### config.mk
export PLATFORM = sky130hd
export DESIGN_NAME = pif_top
export DESIGN_NICKNAME = d
export VERILOG_FILES = /design/src/rtl/pif_pkg.sv /design/src/rtl/pif_top.sv
export SDC_FILE = /design/constraint.sdc
export NUM_CORES = 1
export LEC_CHECK = 0
export BUFFER_PORTS_ARGS = -buffer_cell sky130_fd_sc_hd__buf_4
export CORE_UTILIZATION = 42
export DETAILED_ROUTE_END_ITERATION = 6
export PLACE_DENSITY = 0.81
export SLEW_MARGIN = 5
export SYNTH_ARGS = -nofsm -noshare
export SYNTH_HDL_FRONTEND = slang
export SYNTH_SLANG_ARGS = --single-unit
### constraint.sdc
create_clock -name hclk -period 1.9 [get_ports hclk]
set_clock_uncertainty 0.05 [all_clocks]
set_input_delay 0.38 -clock hclk [delete_from_list [all_inputs] [get_ports hclk]]
set_output_delay 0.38 -clock hclk [all_outputs]
set_load 0.03 [all_outputs]
### src/rtl/pif_pkg.sv
// pif_pkg: register map, bit positions, reset values and bus states of the
// peripheral interrupt flag and enable block; shared by design and bench.
// Contract
// (RULE_01) Oscillator failure with switch to internal oscillator sets flag bit 7; software clears.
// (RULE_02) Comparator two or one input change sets bit 6 or 5 until cleared.
// (RULE_03) A USB interrupt request sets bit 4 until software clears it.
// (RULE_04) Collision in sync serial one or two sets its flag; software clears.
// (RULE_05) Low core voltage sets bit 2; zero while supply is high; software clears.
// (RULE_06) Timer three overflow sets bit 1 until software clears it.
// (RULE_07) In capture mode a capture sets that capture/compare unit's flag.
// (RULE_08) In compare mode a match sets the same unit flag until cleared.
// (RULE_09) A unit in pulse-width mode never sets its flag.
// (RULE_10) Sync serial two completion sets bit 7 of flags three; software clears.
// (RULE_11) Serial two receive flag is read-only, high while buffer full, cleared by read.
// (RULE_12) Serial two transmit flag high while buffer empty, cleared when buffer written.
// (RULE_13) Timer four count equal to period sets bit 3 until cleared.
// (RULE_14) Without priorities no peripheral interrupt passes unless global enable is set.
// (RULE_15) First enable register gates eight first-register sources, one enables.
// (RULE_16) Flags set whatever the enable and global enable bits hold.
// (RULE_17) With priorities on, global enable gates low-priority peripheral interrupts.
// (RULE_18) Software clears flags before enabling and after servicing an interrupt.
// (RULE_19) A set flag with its enable set raises the request, under global gating.
package pif_pkg;
  localparam logic [7:0] ADDR_FLAGS_TWO     = 8'h00;
  localparam logic [7:0] ADDR_FLAGS_THREE   = 8'h04;
  localparam logic [7:0] ADDR_ENABLES_ONE   = 8'h08;
  localparam logic [7:0] ADDR_ENABLES_TWO   = 8'h0c;
  localparam logic [7:0] ADDR_ENABLES_THREE = 8'h10;
  localparam logic [7:0] ADDR_CONTROL       = 8'h14;
  localparam logic [7:0] RESET_BYTE         = 8'h00;
  localparam logic [7:0] FLAGS_THREE_HW_MASK = 8'h30;
  localparam int BIT_OSC_FAIL   = 7;
  localparam int BIT_CMP_TWO    = 6;
  localparam int BIT_CMP_ONE    = 5;
  localparam int BIT_USB        = 4;
  localparam int BIT_COLL_ONE   = 3;
  localparam int BIT_LOW_VOLT   = 2;
  localparam int BIT_TMR3_OVF   = 1;
  localparam int BIT_CCP_TWO    = 0;
  localparam int BIT_SSP_TWO    = 7;
  localparam int BIT_COLL_TWO   = 6;
  localparam int BIT_RX_TWO     = 5;
  localparam int BIT_TX_TWO     = 4;
  localparam int BIT_TMR4_MATCH = 3;
  localparam int BIT_CCP_FIVE   = 2;
  localparam int BIT_CCP_FOUR   = 1;
  localparam int BIT_CCP_THREE  = 0;
  localparam int CTRL_GLOBAL    = 0;
  localparam int CTRL_PRIO      = 1;
  localparam logic [1:0] HTRANS_NONSEQ_BIT1 = 2'b10;
  typedef enum logic [1:0] {
    PIF_BUS_IDLE = 2'b01,
    PIF_BUS_WAIT = 2'b10
  } pif_bus_e;
endpackage : pif_pkg

### src/rtl/pif_top.sv
// pif_top: peripheral interrupt flags two and three, enables one to three,
// global gating and an AHB-Lite slave with one wait state per transfer.
// assumes all event inputs are synchronous one-cycle pulses on hclk.
//
// Local design decisions: the AHB-Lite register port and the register offsets.
`timescale 1ns/10ps
`default_nettype none
module pif_top
  import pif_pkg::*;
(
  input  wire logic        hclk,
  input  wire logic        hresetn,
  input  wire logic        hsel,
  input  wire logic [31:0] haddr,
  input  wire logic [1:0]  htrans,
  input  wire logic        hwrite,
  input  wire logic [2:0]  hsize,
  input  wire logic [31:0] hwdata,
  input  wire logic        hready,
  output logic      [31:0] hrdata,
  output logic             hreadyout,
  output logic             hresp,
  input  wire logic        osc_fail_evt,
  input  wire logic        cmp_two_evt,
  input  wire logic        cmp_one_evt,
  input  wire logic        usb_req_evt,
  input  wire logic        coll_one_evt,
  input  wire logic        coll_two_evt,
  input  wire logic        low_volt_evt,
  input  wire logic        tmr3_ovf_evt,
  input  wire logic        tmr4_match_evt,
  input  wire logic        ssp_two_done_evt,
  input  wire logic [3:0]  ccp_capture_evt,
  input  wire logic [3:0]  ccp_match_evt,
  input  wire logic [3:0]  ccp_pwm_mode,
  input  wire logic        rx_two_full,
  input  wire logic        rx_two_buf_read,
  input  wire logic        tx_two_empty,
  input  wire logic        tx_two_buf_write,
  input  wire logic [7:0]  flags_one_in,
  input  wire logic [23:0] prio_high_in,
  output logic             periph_irq,
  output logic             irq_high,
  output logic             irq_low
);

  pif_bus_e    bus_state_ff, nxt_bus_state;
  logic [7:0]  addr_ff, nxt_addr;
  logic        write_ff, nxt_write;
  logic        hreadyout_ff, nxt_hreadyout;
  logic [31:0] hrdata_ff, nxt_hrdata;
  logic [7:0]  flags_two_ff, nxt_flags_two;
  logic [7:0]  flags_three_ff, nxt_flags_three;
  logic [7:0]  enables_one_ff, nxt_enables_one;
  logic [7:0]  enables_two_ff, nxt_enables_two;
  logic [7:0]  enables_three_ff, nxt_enables_three;
  logic [1:0]  control_ff, nxt_control;
  logic        periph_irq_ff, nxt_periph_irq;
  logic        irq_high_ff, nxt_irq_high;
  logic        irq_low_ff, nxt_irq_low;
  logic        accept;
  logic        wr_en;
  logic [7:0]  wbyte;
  logic [7:0]  rbyte;
  logic [3:0]  ccp_set;
  logic [7:0]  set_two;
  logic [7:0]  set_three;
  logic [23:0] pend;
  logic        any_high;
  logic        any_low;

  assign hrdata    = hrdata_ff;
  assign hreadyout = hreadyout_ff;
  assign hresp     = 1'b0 & hsize[0];
  assign periph_irq = periph_irq_ff;
  assign irq_high   = irq_high_ff;
  assign irq_low    = irq_low_ff;

  // bus: address phase taken, then one wait cycle in which writes land
  always_comb begin
    accept        = hsel && ((htrans & HTRANS_NONSEQ_BIT1) != 2'b00) && hready;
    nxt_bus_state = accept ? PIF_BUS_WAIT : PIF_BUS_IDLE;
    nxt_addr      = accept ? haddr[7:0] : addr_ff;
    nxt_write     = accept ? hwrite : write_ff;
    nxt_hreadyout = !accept;
    wr_en         = (bus_state_ff == PIF_BUS_WAIT) && write_ff;
    wbyte         = hwdata[7:0];
    case (addr_ff)
      ADDR_FLAGS_TWO:     rbyte = flags_two_ff;
      ADDR_FLAGS_THREE:   rbyte = flags_three_ff;
      ADDR_ENABLES_ONE:   rbyte = enables_one_ff;
      ADDR_ENABLES_TWO:   rbyte = enables_two_ff;
      ADDR_ENABLES_THREE: rbyte = enables_three_ff;
      ADDR_CONTROL:       rbyte = {6'h00, control_ff};
      default:            rbyte = RESET_BYTE;
    endcase
    case (bus_state_ff)
      PIF_BUS_WAIT: nxt_hrdata = write_ff ? hrdata_ff : {24'h000000, rbyte};
      PIF_BUS_IDLE: nxt_hrdata = hrdata_ff;
      default:      nxt_hrdata = 32'h00000000;
    endcase
  end

  always_ff @(posedge hclk or negedge hresetn) begin
    if (!hresetn) begin
      bus_state_ff <= PIF_BUS_IDLE;
      addr_ff      <= 8'h00;
      write_ff     <= 1'b0;
      hreadyout_ff <= 1'b1;
      hrdata_ff    <= 32'h00000000;
    end else begin
      bus_state_ff <= nxt_bus_state;
      addr_ff      <= nxt_addr;
      write_ff     <= nxt_write;
      hreadyout_ff <= nxt_hreadyout;
      hrdata_ff    <= nxt_hrdata;
    end
  end

  // flags: events set regardless of enables, set wins over write-one clear
  always_comb begin
    ccp_set = (ccp_capture_evt | ccp_match_evt) & ~ccp_pwm_mode; // [RULE_07] [RULE_08] [RULE_09]
    set_two = 8'h00;
    set_two[BIT_OSC_FAIL] = osc_fail_evt;   // [RULE_01] [RULE_16]
    set_two[BIT_CMP_TWO]  = cmp_two_evt;    // [RULE_02]
    set_two[BIT_CMP_ONE]  = cmp_one_evt;    // [RULE_02]
    set_two[BIT_USB]      = usb_req_evt;    // [RULE_03]
    set_two[BIT_COLL_ONE] = coll_one_evt;   // [RULE_04]
    set_two[BIT_LOW_VOLT] = low_volt_evt;   // [RULE_05]
    set_two[BIT_TMR3_OVF] = tmr3_ovf_evt;   // [RULE_06]
    set_two[BIT_CCP_TWO]  = ccp_set[0];     // [RULE_07]
    set_three = 8'h00;
    set_three[BIT_SSP_TWO]    = ssp_two_done_evt; // [RULE_10]
    set_three[BIT_COLL_TWO]   = coll_two_evt;     // [RULE_04]
    set_three[BIT_TMR4_MATCH] = tmr4_match_evt;   // [RULE_13]
    set_three[BIT_CCP_THREE]  = ccp_set[1];       // [RULE_08]
    set_three[BIT_CCP_FOUR]   = ccp_set[2];
    set_three[BIT_CCP_FIVE]   = ccp_set[3];
    nxt_flags_two = set_two | (flags_two_ff &
                    ~((wr_en && addr_ff == ADDR_FLAGS_TWO) ? wbyte : 8'h00));
    nxt_flags_three = (set_three | (flags_three_ff &
                      ~((wr_en && addr_ff == ADDR_FLAGS_THREE) ? wbyte : 8'h00)))
                      & ~FLAGS_THREE_HW_MASK;
    nxt_flags_three[BIT_RX_TWO] = rx_two_full && !rx_two_buf_read;   // [RULE_11]
    nxt_flags_three[BIT_TX_TWO] = tx_two_empty && !tx_two_buf_write; // [RULE_12]
    nxt_enables_one = (wr_en && addr_ff == ADDR_ENABLES_ONE) ? wbyte : enables_one_ff;
    nxt_enables_two = (wr_en && addr_ff == ADDR_ENABLES_TWO) ? wbyte : enables_two_ff;
    nxt_enables_three = (wr_en && addr_ff == ADDR_ENABLES_THREE) ? wbyte : enables_three_ff;
    nxt_control = (wr_en && addr_ff == ADDR_CONTROL) ? wbyte[1:0] : control_ff;
  end

  always_ff @(posedge hclk or negedge hresetn) begin
    if (!hresetn) begin
      flags_two_ff     <= RESET_BYTE;
      flags_three_ff   <= RESET_BYTE;
      enables_one_ff   <= RESET_BYTE;
      enables_two_ff   <= RESET_BYTE;
      enables_three_ff <= RESET_BYTE;
      control_ff       <= 2'b00;
    end else begin
      flags_two_ff     <= nxt_flags_two;
      flags_three_ff   <= nxt_flags_three;
      enables_one_ff   <= nxt_enables_one;
      enables_two_ff   <= nxt_enables_two;
      enables_three_ff <= nxt_enables_three;
      control_ff       <= nxt_control;
    end
  end

  // request: flag and enable, then priority split and global gating
  always_comb begin
    pend = {flags_three_ff & enables_three_ff,
            flags_two_ff & enables_two_ff,
            flags_one_in & enables_one_ff}; // [RULE_15] [RULE_19]
    any_high = |(pend & prio_high_in);
    any_low  = |(pend & ~prio_high_in);
    nxt_irq_high = control_ff[CTRL_PRIO] && any_high;
    nxt_irq_low  = control_ff[CTRL_PRIO] && control_ff[CTRL_GLOBAL] && any_low; // [RULE_17]
    nxt_periph_irq = control_ff[CTRL_PRIO] ? (nxt_irq_high || nxt_irq_low)
                   : (control_ff[CTRL_GLOBAL] && (|pend)); // [RULE_14]
  end

  always_ff @(posedge hclk or negedge hresetn) begin
    if (!hresetn) begin
      periph_irq_ff <= 1'b0;
      irq_high_ff   <= 1'b0;
      irq_low_ff    <= 1'b0;
    end else begin
      periph_irq_ff <= nxt_periph_irq;
      irq_high_ff   <= nxt_irq_high;
      irq_low_ff    <= nxt_irq_low;
    end
  end
endmodule : pif_top
`default_nettype wire

After elaboration in Yosys (flattened, before gate mapping)
Index checks and enable logic that the tools add are counted.
{ "word_totals": {"register_bits": 89, "input_bits": 132, "output_inout_bits": 37, "wordCells": 69} }
{ "op_classes": {"eq_ne": 8, "mux": 7, "n_bitwise": 16, "n_reduce_logical": 24} }
{ "op_table": {"columns": ["operator", "count"], "rows": [
  ["OR reduction 24 bit", 3],
  ["one-hot mux 32 bit (2 select lines)", 1],
  ["AND 24 bit", 2],
  ["one-hot mux 8 bit (6 select lines)", 1],
  ["AND 8 bit", 5],
  ["2-to-1 mux 32 bit", 1],
  ["inverter 24 bit", 1],
  ["== test 8 x 4 -> 1 bit (second input constant)", 2],
  ["== test 8 x 5 -> 1 bit (second input constant)", 2],
  ["2-to-1 mux 8 bit", 2],
  ["inverter 8 bit", 2],
  ["OR 8 bit", 2],
  ["logical AND 1 bit", 15],
  ["== test 8 x 3 -> 1 bit (second input constant)", 1],
  ["logical NOT 8 bit", 1],
  ["AND 4 bit", 1],
  ["inverter 4 bit", 1],
  ["OR 4 bit", 1],
  ["logical NOT 1 bit", 3],
  ["== test 2 x 1 -> 1 bit (second input constant)", 1],
  ["== test 2 bit (second input constant)", 1],
  ["2-to-1 mux 2 bit", 1],
  ["!= test 2 bit (second input constant)", 1],
  ["AND reduction 2 bit", 1],
  ["other kinds (3)", 3]
]} }

Longest topological paths before layout
Gate-level depths: netlist (run 1).
{ "depth": {"word_depth": 7, "mapped_depth": 7, "depth_no_buf": 5} }

Least setup slack after synthesis (run 1)
OpenSTA, ideal clock, no wires.
{ "synth_timing": {"kind": "register to register", "start": "register bus_state_ff[0]", "end": "register enables_three_ff[0]", "setup_time_ps": 125, "arrival_time_ps": 1669, "required_ps": 1725, "setup_slack_ps": 56, "stages_incl_launch_ff": 7, "n_path_buf": 2, "period_less_slack_ps": 1844, "path_cell_list": "dfstp_2 > nor2b_1 > and2_1 > clkbuf_1 > and4_1 > buf_2 > mux2_2"} }
{ "synth_via": {"elab_chain_len": 3} }
{ "synth_lines": {"columns": ["element", "line", "text"], "rows": [
  ["start: declaration", "pif_top.sv:47", "pif_bus_e bus_state_ff, nxt_bus_state;"],
  ["start signal: assignment", "pif_top.sv:112", "bus_state_ff <= nxt_bus_state;"],
  ["== test 2 bit", "pif_top.sv:86", "wr_en = (bus_state_ff == PIF_BUS_WAIT) && write_ff;"],
  ["logical AND 1 bit", "pif_top.sv:86", null],
  ["logical AND 1 bit", "pif_top.sv:148", "nxt_enables_three = (wr_en && addr_ff == ADDR_ENABLES_THREE) ? wbyte : enables_three_ff;"],
  ["end signal: assignment", "pif_top.sv:165", "enables_three_ff <= nxt_enables_three;"],
  ["end: declaration", "pif_top.sv:56", "logic [7:0] enables_three_ff, nxt_enables_three;"]
]} }
No other way between the ends.
A chain may end at the register's enable or synchronous reset.

Worst setup path in the final report (run 1)
{ "layout_timing": {"start": "register addr_ff[6]", "end": "register flags_three_ff[7]"} }
{ "layout_via": {"elab_chain_len": 6} }
{ "layout_lines": {"columns": ["element", "line", "text"], "rows": [
  ["start: declaration", "pif_top.sv:48", "logic [7:0] addr_ff, nxt_addr;"],
  ["start signal: assignment", "pif_top.sv:113", "addr_ff <= nxt_addr;"],
  ["== test 8 x 3 -> 1 bit", "pif_top.sv:142", "~((wr_en && addr_ff == ADDR_FLAGS_THREE) ? wbyte : 8'h00)))"],
  ["logical AND 1 bit", "pif_top.sv:142", null],
  ["2-to-1 mux 8 bit", "pif_top.sv:142", null],
  ["inverter 8 bit", "pif_top.sv:142", null],
  ["AND 8 bit", "pif_top.sv:141", "nxt_flags_three = (set_three | (flags_three_ff &"],
  ["OR 8 bit", "pif_top.sv:141", null],
  ["via nxt_flags_three[7]", "pif_top.sv:53", "logic [7:0] flags_three_ff, nxt_flags_three;"],
  ["end signal: assignment", "pif_top.sv:162", "flags_three_ff <= nxt_flags_three;"],
  ["end: declaration", "pif_top.sv:53", null]
]} }
The timed path passes the listed nets, and every way through them passes these cells.

==> results of run 1 <==
-- layout make-up --
type / count / area, um2 / share of cell area (%)
Inverter: 2 / 7.51 / 0.161
Tap cell: 102 / 128 / 2.74
Clock inverter: 3 / 40.0 / 0.860
Sequential cell: 64 / 1610 / 34.6
Timing Repair Buffer: 127 / 968 / 20.8
Clock buffer: 13 / 159 / 3.41
Multi-Input combinational cell: 253 / 1740 / 37.4
-- placed cells by master (no fill, tap or decap), drive strengths merged, types with 10 or more instances in the layout --
| cell type | netlist | layout |
|---|---|---|
| buf | 33 | 126 |
| dfrtp | 63 | 63 |
| nand2 | 47 | 47 |
| mux2 | 42 | 42 |
| nand3 | 30 | 30 |
| conb | 1 | 25 |
| a21o | 16 | 16 |
| clkbuf | 3 | 13 |
| nand4 | 11 | 11 |
| o22ai | 10 | 10 |
-- flip-flops by register name (all words and copies together), names as in the netlist --
register          count
addr_ff               8
flags_three_ff        8
flags_two_ff          8
bus_state_ff          2
enables_one_ff        8
write_ff              1
enables_three_ff      8
periph_irq            1
enables_two_ff        8
irq_high              1
hrdata                8
control_ff            2
irq_low               1
-- routing by layer --
metal / global-route usage [%] / part of all wire, % / vias to the layer above
met5: 0 / 0 / -
met4: 16.3 / 3.9 / 0
met2: 38.4 / 44 / 192
met3: 4.19 / 7.9 / 35
li1: - / - / 1432
met1: 36.1 / 44 / 1557
-- through the flow --
step           utilization (%)  worst slack [ns]  TNS, ns  area (um2)  hold WS, ns
3_5_place_dp              55.9           -0.0713   -0.216        4370        0.288
4_1_cts                   58.9           0.00754        0        4600        0.120
6_report                  59.6           -0.0354  -0.0847        4660        0.124
5_1_grt                   59.6           -0.0556   -0.390        4660        0.126
3_3_place_gp              55.9           -0.0903   -0.218        4370        0.279
2_1_floorplan                -            0.0564        0        3530       0.0344
-- final timing paths --
kind,cells past startpoint,end,slack [ns]
max,6,flags_three_ff[7],-0.04
min,2,flags_three_ff[4],0.12
max reg2reg,6,flags_three_ff[7],-0.04
min reg2reg,1,hrdata[4],0.43
max in group asynchronous,3,flags_two_ff[0],0.79
min in group asynchronous,2,flags_three_ff[1],0.46
-- logic make-up after synthesis --
group,Yosys count,share of synthesized area (%)
other,1,0.109
AOI/OAI and AO/OA,59,12.6
DFF,64,46.6
buffers and inverters,38,7.42
muxes,43,14.0
and+or+nand+nor,126,19.2
-- power groups by stage --
stage	clock network [mW]	registers, mW	logic (mW)
global route	1.29	1.54	0.669
CTS	1.21	1.51	0.607
finish	1.20	1.53	0.627
global placement	0	1.53	0.586
detailed placement	0	1.53	0.599
floorplan	0	1.52	0.319
-- critical path: cells and delay by family (launching register included) --
family          cells  cell delay [ns]
compound gates      1             0.18
buf+inv             1             0.12
flops               1             0.45
simple gates        4             1.02
-- timing repair --
item / 4_1_cts / 5_1_grt
setup endpoints to repair: 10 / 27
pin swaps: 4 / 10
buffers inserted: 1 / 2
hold buffers: 1 / 0
gates resized for setup: 4 / 20
hold endpoints to repair: 28 / 0
==> impl_metrics.ini, run 1 <==
[outcome]
outcome = complete, but fails checks
violations = negative setup slack

[grt]
grt_overflow = 0
grt_usage_pct = 26.2
antenna_found_initial = 0
grt_max_degree = 36
grt_pass1_vias = 3094
grt_pass1_wl_mm = 16.5

[die]
core_um2 = 7810
pin_count = 169
row_count = 32
die-width_um = 92.5
start_util_pct = 44.1
die-height_um = 92.5
die_area_um2 = 8560

[cells_and_area]
nets = 589
drive_gt1_share_pct = 45.0
n_fill_cell = 696
area_growth_pct = 35.4
fin_cells = 564
antenna_cells = 0

[power_and_ir_drop]
power.net_switching_mw = 0.939
vdd_ir_drop_max_mv = 0.338
p_total_mw = 3.36
power.share.clock_pct = 35.7
leakagePower_nw = 2.13
pwr-share-comb_pct = 18.7
p_sw_share_pct = 28.0
p_int_mw = 2.42
p_seq_share_pct = 45.6
power.density_nw_per_um2 = 721

[setup_path]
worst_setup_path_end_kind = flip-flop
critPathLaunchType = flip-flop
crit_type = flip-flop to flip-flop
critPathMaxStageDelay_ns = 0.59
cp_max_fo = 4
arrival_ns = 2.12
r2r-start = addr_ff[6]
crit_required_ns = 2.08
crit_slowest_cell = or4_4
cp_cell_sequence = or4_4 > nor3b_4 > and2_4 > buf_4 > nand2_1 > a21o_1
crit_path_start = addr_ff[6]

[synth]
synthMostInstantiatedCell = dfrtp_1
seq_area_frac_synth_pct = 46.6
ys.flop_type = dfrtp_1
synthArstFlopShare_pct = 100
synth_cell_types = 45
synth_seq_cells = 64
synth.area.top_cells = dfrtp_1, mux2_2, buf_4, nand2_1, nand3_1
ys_warn_count = 0
syn_avg_cell_area_um2 = 10.4
synth_area_leader_cell = dfrtp_1
synth_top_cell_area_share_pct = 45.8
synth-edff-count = 0
synth_area_um2 = 3440
synth_top_cells_by_count = dfrtp_1, nand2_1, mux2_2
synthCells = 331

[clock_tree]
cts_tree = built
clkTransAtPathRegs_ns = 0.07
cts_buffers = 9
clock_path_buffers = 2
clock_latency_ns = 0.35
clock_sinks = 64
htree_levels = 3
cts-root-buf = clkbuf_8

[routing]
drc = 0
drt_iter0_drc = 196
detail-route-antenna-nets = 0
routed_wl_mm = 10.7
first_pass_iters = 5
vias_per_cell = 5.70
vias = 3216
routedWlPerCell_um = 19.0

[timing]
fin_ws_ns = -0.0354
hold_violations = 0
rsz0062_at_grt = true
fin_crit_sh_pct = 102
timing.fmax_mhz = 517
finalSetupViolations = 3
period_needed_ns = 1.94
drv_slew = 0

[place]
place_congestion = 0.938
place_hpwl_mm = 8.47
port_buffers = 91
dpl.cell_count = 547

[hold_path]
hold_path.class = input port to flip-flop
min_from = tx_two_buf_write

[flow_run]
max-cap-violations = 0
Note: power is estimated with default switching activity, not from simulation.
==> run 2, diff against run 1 <==
--- a/config.mk
+++ b/config.mk
@@ -6,9 +6,11 @@
 export NUM_CORES = 1
 export LEC_CHECK = 0
 export BUFFER_PORTS_ARGS = -buffer_cell sky130_fd_sc_hd__buf_4
-export CORE_UTILIZATION = 42
+export CORE_ASPECT_RATIO = 0.9
+export CORE_MARGIN = 10
+export CORE_UTILIZATION = 50
 export DETAILED_ROUTE_END_ITERATION = 6
-export PLACE_DENSITY = 0.81
+export PLACE_DENSITY = 0.9
 export SLEW_MARGIN = 5
 export SYNTH_ARGS = -nofsm -noshare
 export SYNTH_HDL_FRONTEND = slang
==> constraint.sdc (replaced) <==
create_clock -name hclk -period 2.5 [get_ports hclk]
set_clock_uncertainty 0.05 [all_clocks]
set_input_delay 0.5 -clock hclk [delete_from_list [all_inputs] [get_ports hclk]]
set_output_delay 0.5 -clock hclk [all_outputs]
set_load 0.03 [all_outputs]
==> impl_metrics.ini, run 2 (synthesis results as in run 1) <==
[power_and_ir_drop]
leakagePower_nw = 1.97
vdd_ir_drop_max_mv = 0.422
p_int_mw = 1.81
p_total_mw = 2.49
p_sw_share_pct = 27.3
power.share.clock_pct = 37.4
power.net_switching_mw = 0.678
pwr-share-comb_pct = 16.0
power.density_nw_per_um2 = 575
p_seq_share_pct = 46.5

[die]
die-width_um = 107
pin_count = 169
row_count = 28
die_area_um2 = 10600
start_util_pct = 51.9
core_um2 = 6620
die-height_um = 98.7

[setup_path]
cp_max_fo = 8
worst_r2r_endpoint = flags_two_ff[2]
r2r-start = addr_ff[5]
arrival_ns = 2.44
critPathLaunchType = flip-flop
worst_setup_path_end_kind = flip-flop
ff2ff_path_depth = 5
rrSetupSlack_ns = 0.25
crit_type = flip-flop to flip-flop
crit_required_ns = 2.69

[timing]
period_needed_ns = 2.25
max_slew_margin_pct = 47.0
timing.fmax_mhz = 445
hold_slack_ns = 0.189
worstMarginPinSlew_ns = 0.796
fin_tns_setup_ns = 0
fin_crit_sh_pct = 90.0
rsz0062_at_grt = false
hold_violations = 0
finalSetupViolations = 0
drv_slew = 0

[routing]
vias_per_cell = 5.99
drc = 0
first_pass_iters = 6
routedWlPerCell_um = 20.8
drt_iter0_drc = 384
detail-route-antenna-nets = 0
vias = 3114
routed_wl_mm = 10.8

[clock_tree]
cts_hold_buf = 0
cts_buffers = 9
clkTransAtPathRegs_ns = 0.07
clock_latency_ns = 0.35
clock_sinks = 64
postCtsSetupBuffers = 0
cts-root-buf = clkbuf_8
cts_resized = 0
htree_levels = 3
cts_tree = built
clock_path_buffers = 2

[cells_and_area]
n_fill_cell = 543
seq_area_um2 = 1600
nets = 558
drive_gt1_share_pct = 37.0
final_common_cell = buf_4
fin_cells = 520
final_util_pct = 65.2
antenna_cells = 0
area_growth_pct = 25.6
layout_common_cells = buf_4, dfrtp_1, nand2_1
multi_input_area_um2 = 1670

[place]
dpl.cell_count = 505
place_congestion = 0.924
place_hpwl_mm = 8.28
port_buffers = 91

[grt]
grt_pass1_wl_mm = 16.6
grt_usage_pct = 20.1
grt_pass1_vias = 3171
antenna_found_initial = 0
grt_overflow = 0
grt_max_degree = 65

[flow_run]
max-cap-violations = 0

[outcome]
outcome = completed

[hold_path]
hold_path.class = input port to async pin
-- run 2: cell types whose count changed in the layout (fill, tap and decap cells not counted), moves of 2 or more --
cell / before / now
dfrtp_2: 7 / 0
nor4_1: 2 / 4
and2_1: 0 / 4
dfrtp_1: 56 / 63
a21oi_1: 4 / 6
buf_4: 125 / 96
a21oi_2: 2 / 0
clkbuf_1: 2 / 0
and2_4: 3 / 0
and3_1: 2 / 4
-- run 2: worst max path at each step --
stage,endpoint,depth (start not counted),from
finish,flags_two_ff[2],5,addr_ff[5]
global route,flags_two_ff[2],5,addr_ff[4]
CTS,flags_two_ff[2],5,addr_ff[5]
detailed placement,flags_two_ff[2],5,addr_ff[5]
global placement,flags_two_ff[6],5,addr_ff[4]
floorplan,enables_three_ff[0],6,bus_state_ff[0]
-- run 2: critical path: stages, from the launching register on --
cell     delay (ns)
dfrtp_1        0.41
or4_4          0.57
nor2_1         0.28
and3_1         0.53
nand2_1        0.12
a21o_1         0.19
-- run 2: per-stage QoR --
stage / cell area (um2) / setup WS [ns]
after global placement: 4120 / 0.333
after CTS: 4320 / 0.280
after global routing: 4320 / 0.165
after floorplan: 3530 / 0.656
final: 4320 / 0.251
after detailed placement: 4120 / 0.297
-- run 2: layout make-up --
class,instances,share of cell area [%]
clock buffers,12,3.82
clock inverters,3,0.927
inverters,2,0.174
multi-input cells,253,38.7
flip-flops and latches,64,37.1
well taps,90,2.61
repair buffers,96,16.7
-- run 2: power groups by stage --
stage / sequential, mW / clock (mW) / combinational (mW)
final: 1.16 / 0.931 / 0.399
after global routing: 1.16 / 0.973 / 0.430
after CTS: 1.15 / 0.937 / 0.393
after detailed placement: 1.17 / 0 / 0.391
after global placement: 1.17 / 0 / 0.381
after floorplan: 1.15 / 0 / 0.242
-- run 2: metal layers --
layer  up-vias  global-route usage [%]  routed length, um
li1       1365                       -                  -
met4         0                    7.19                206
met2       237                    32.3               4950
met5         -                       0                  0
met3        28                    7.36               1390
met1      1484                    24.1               4240
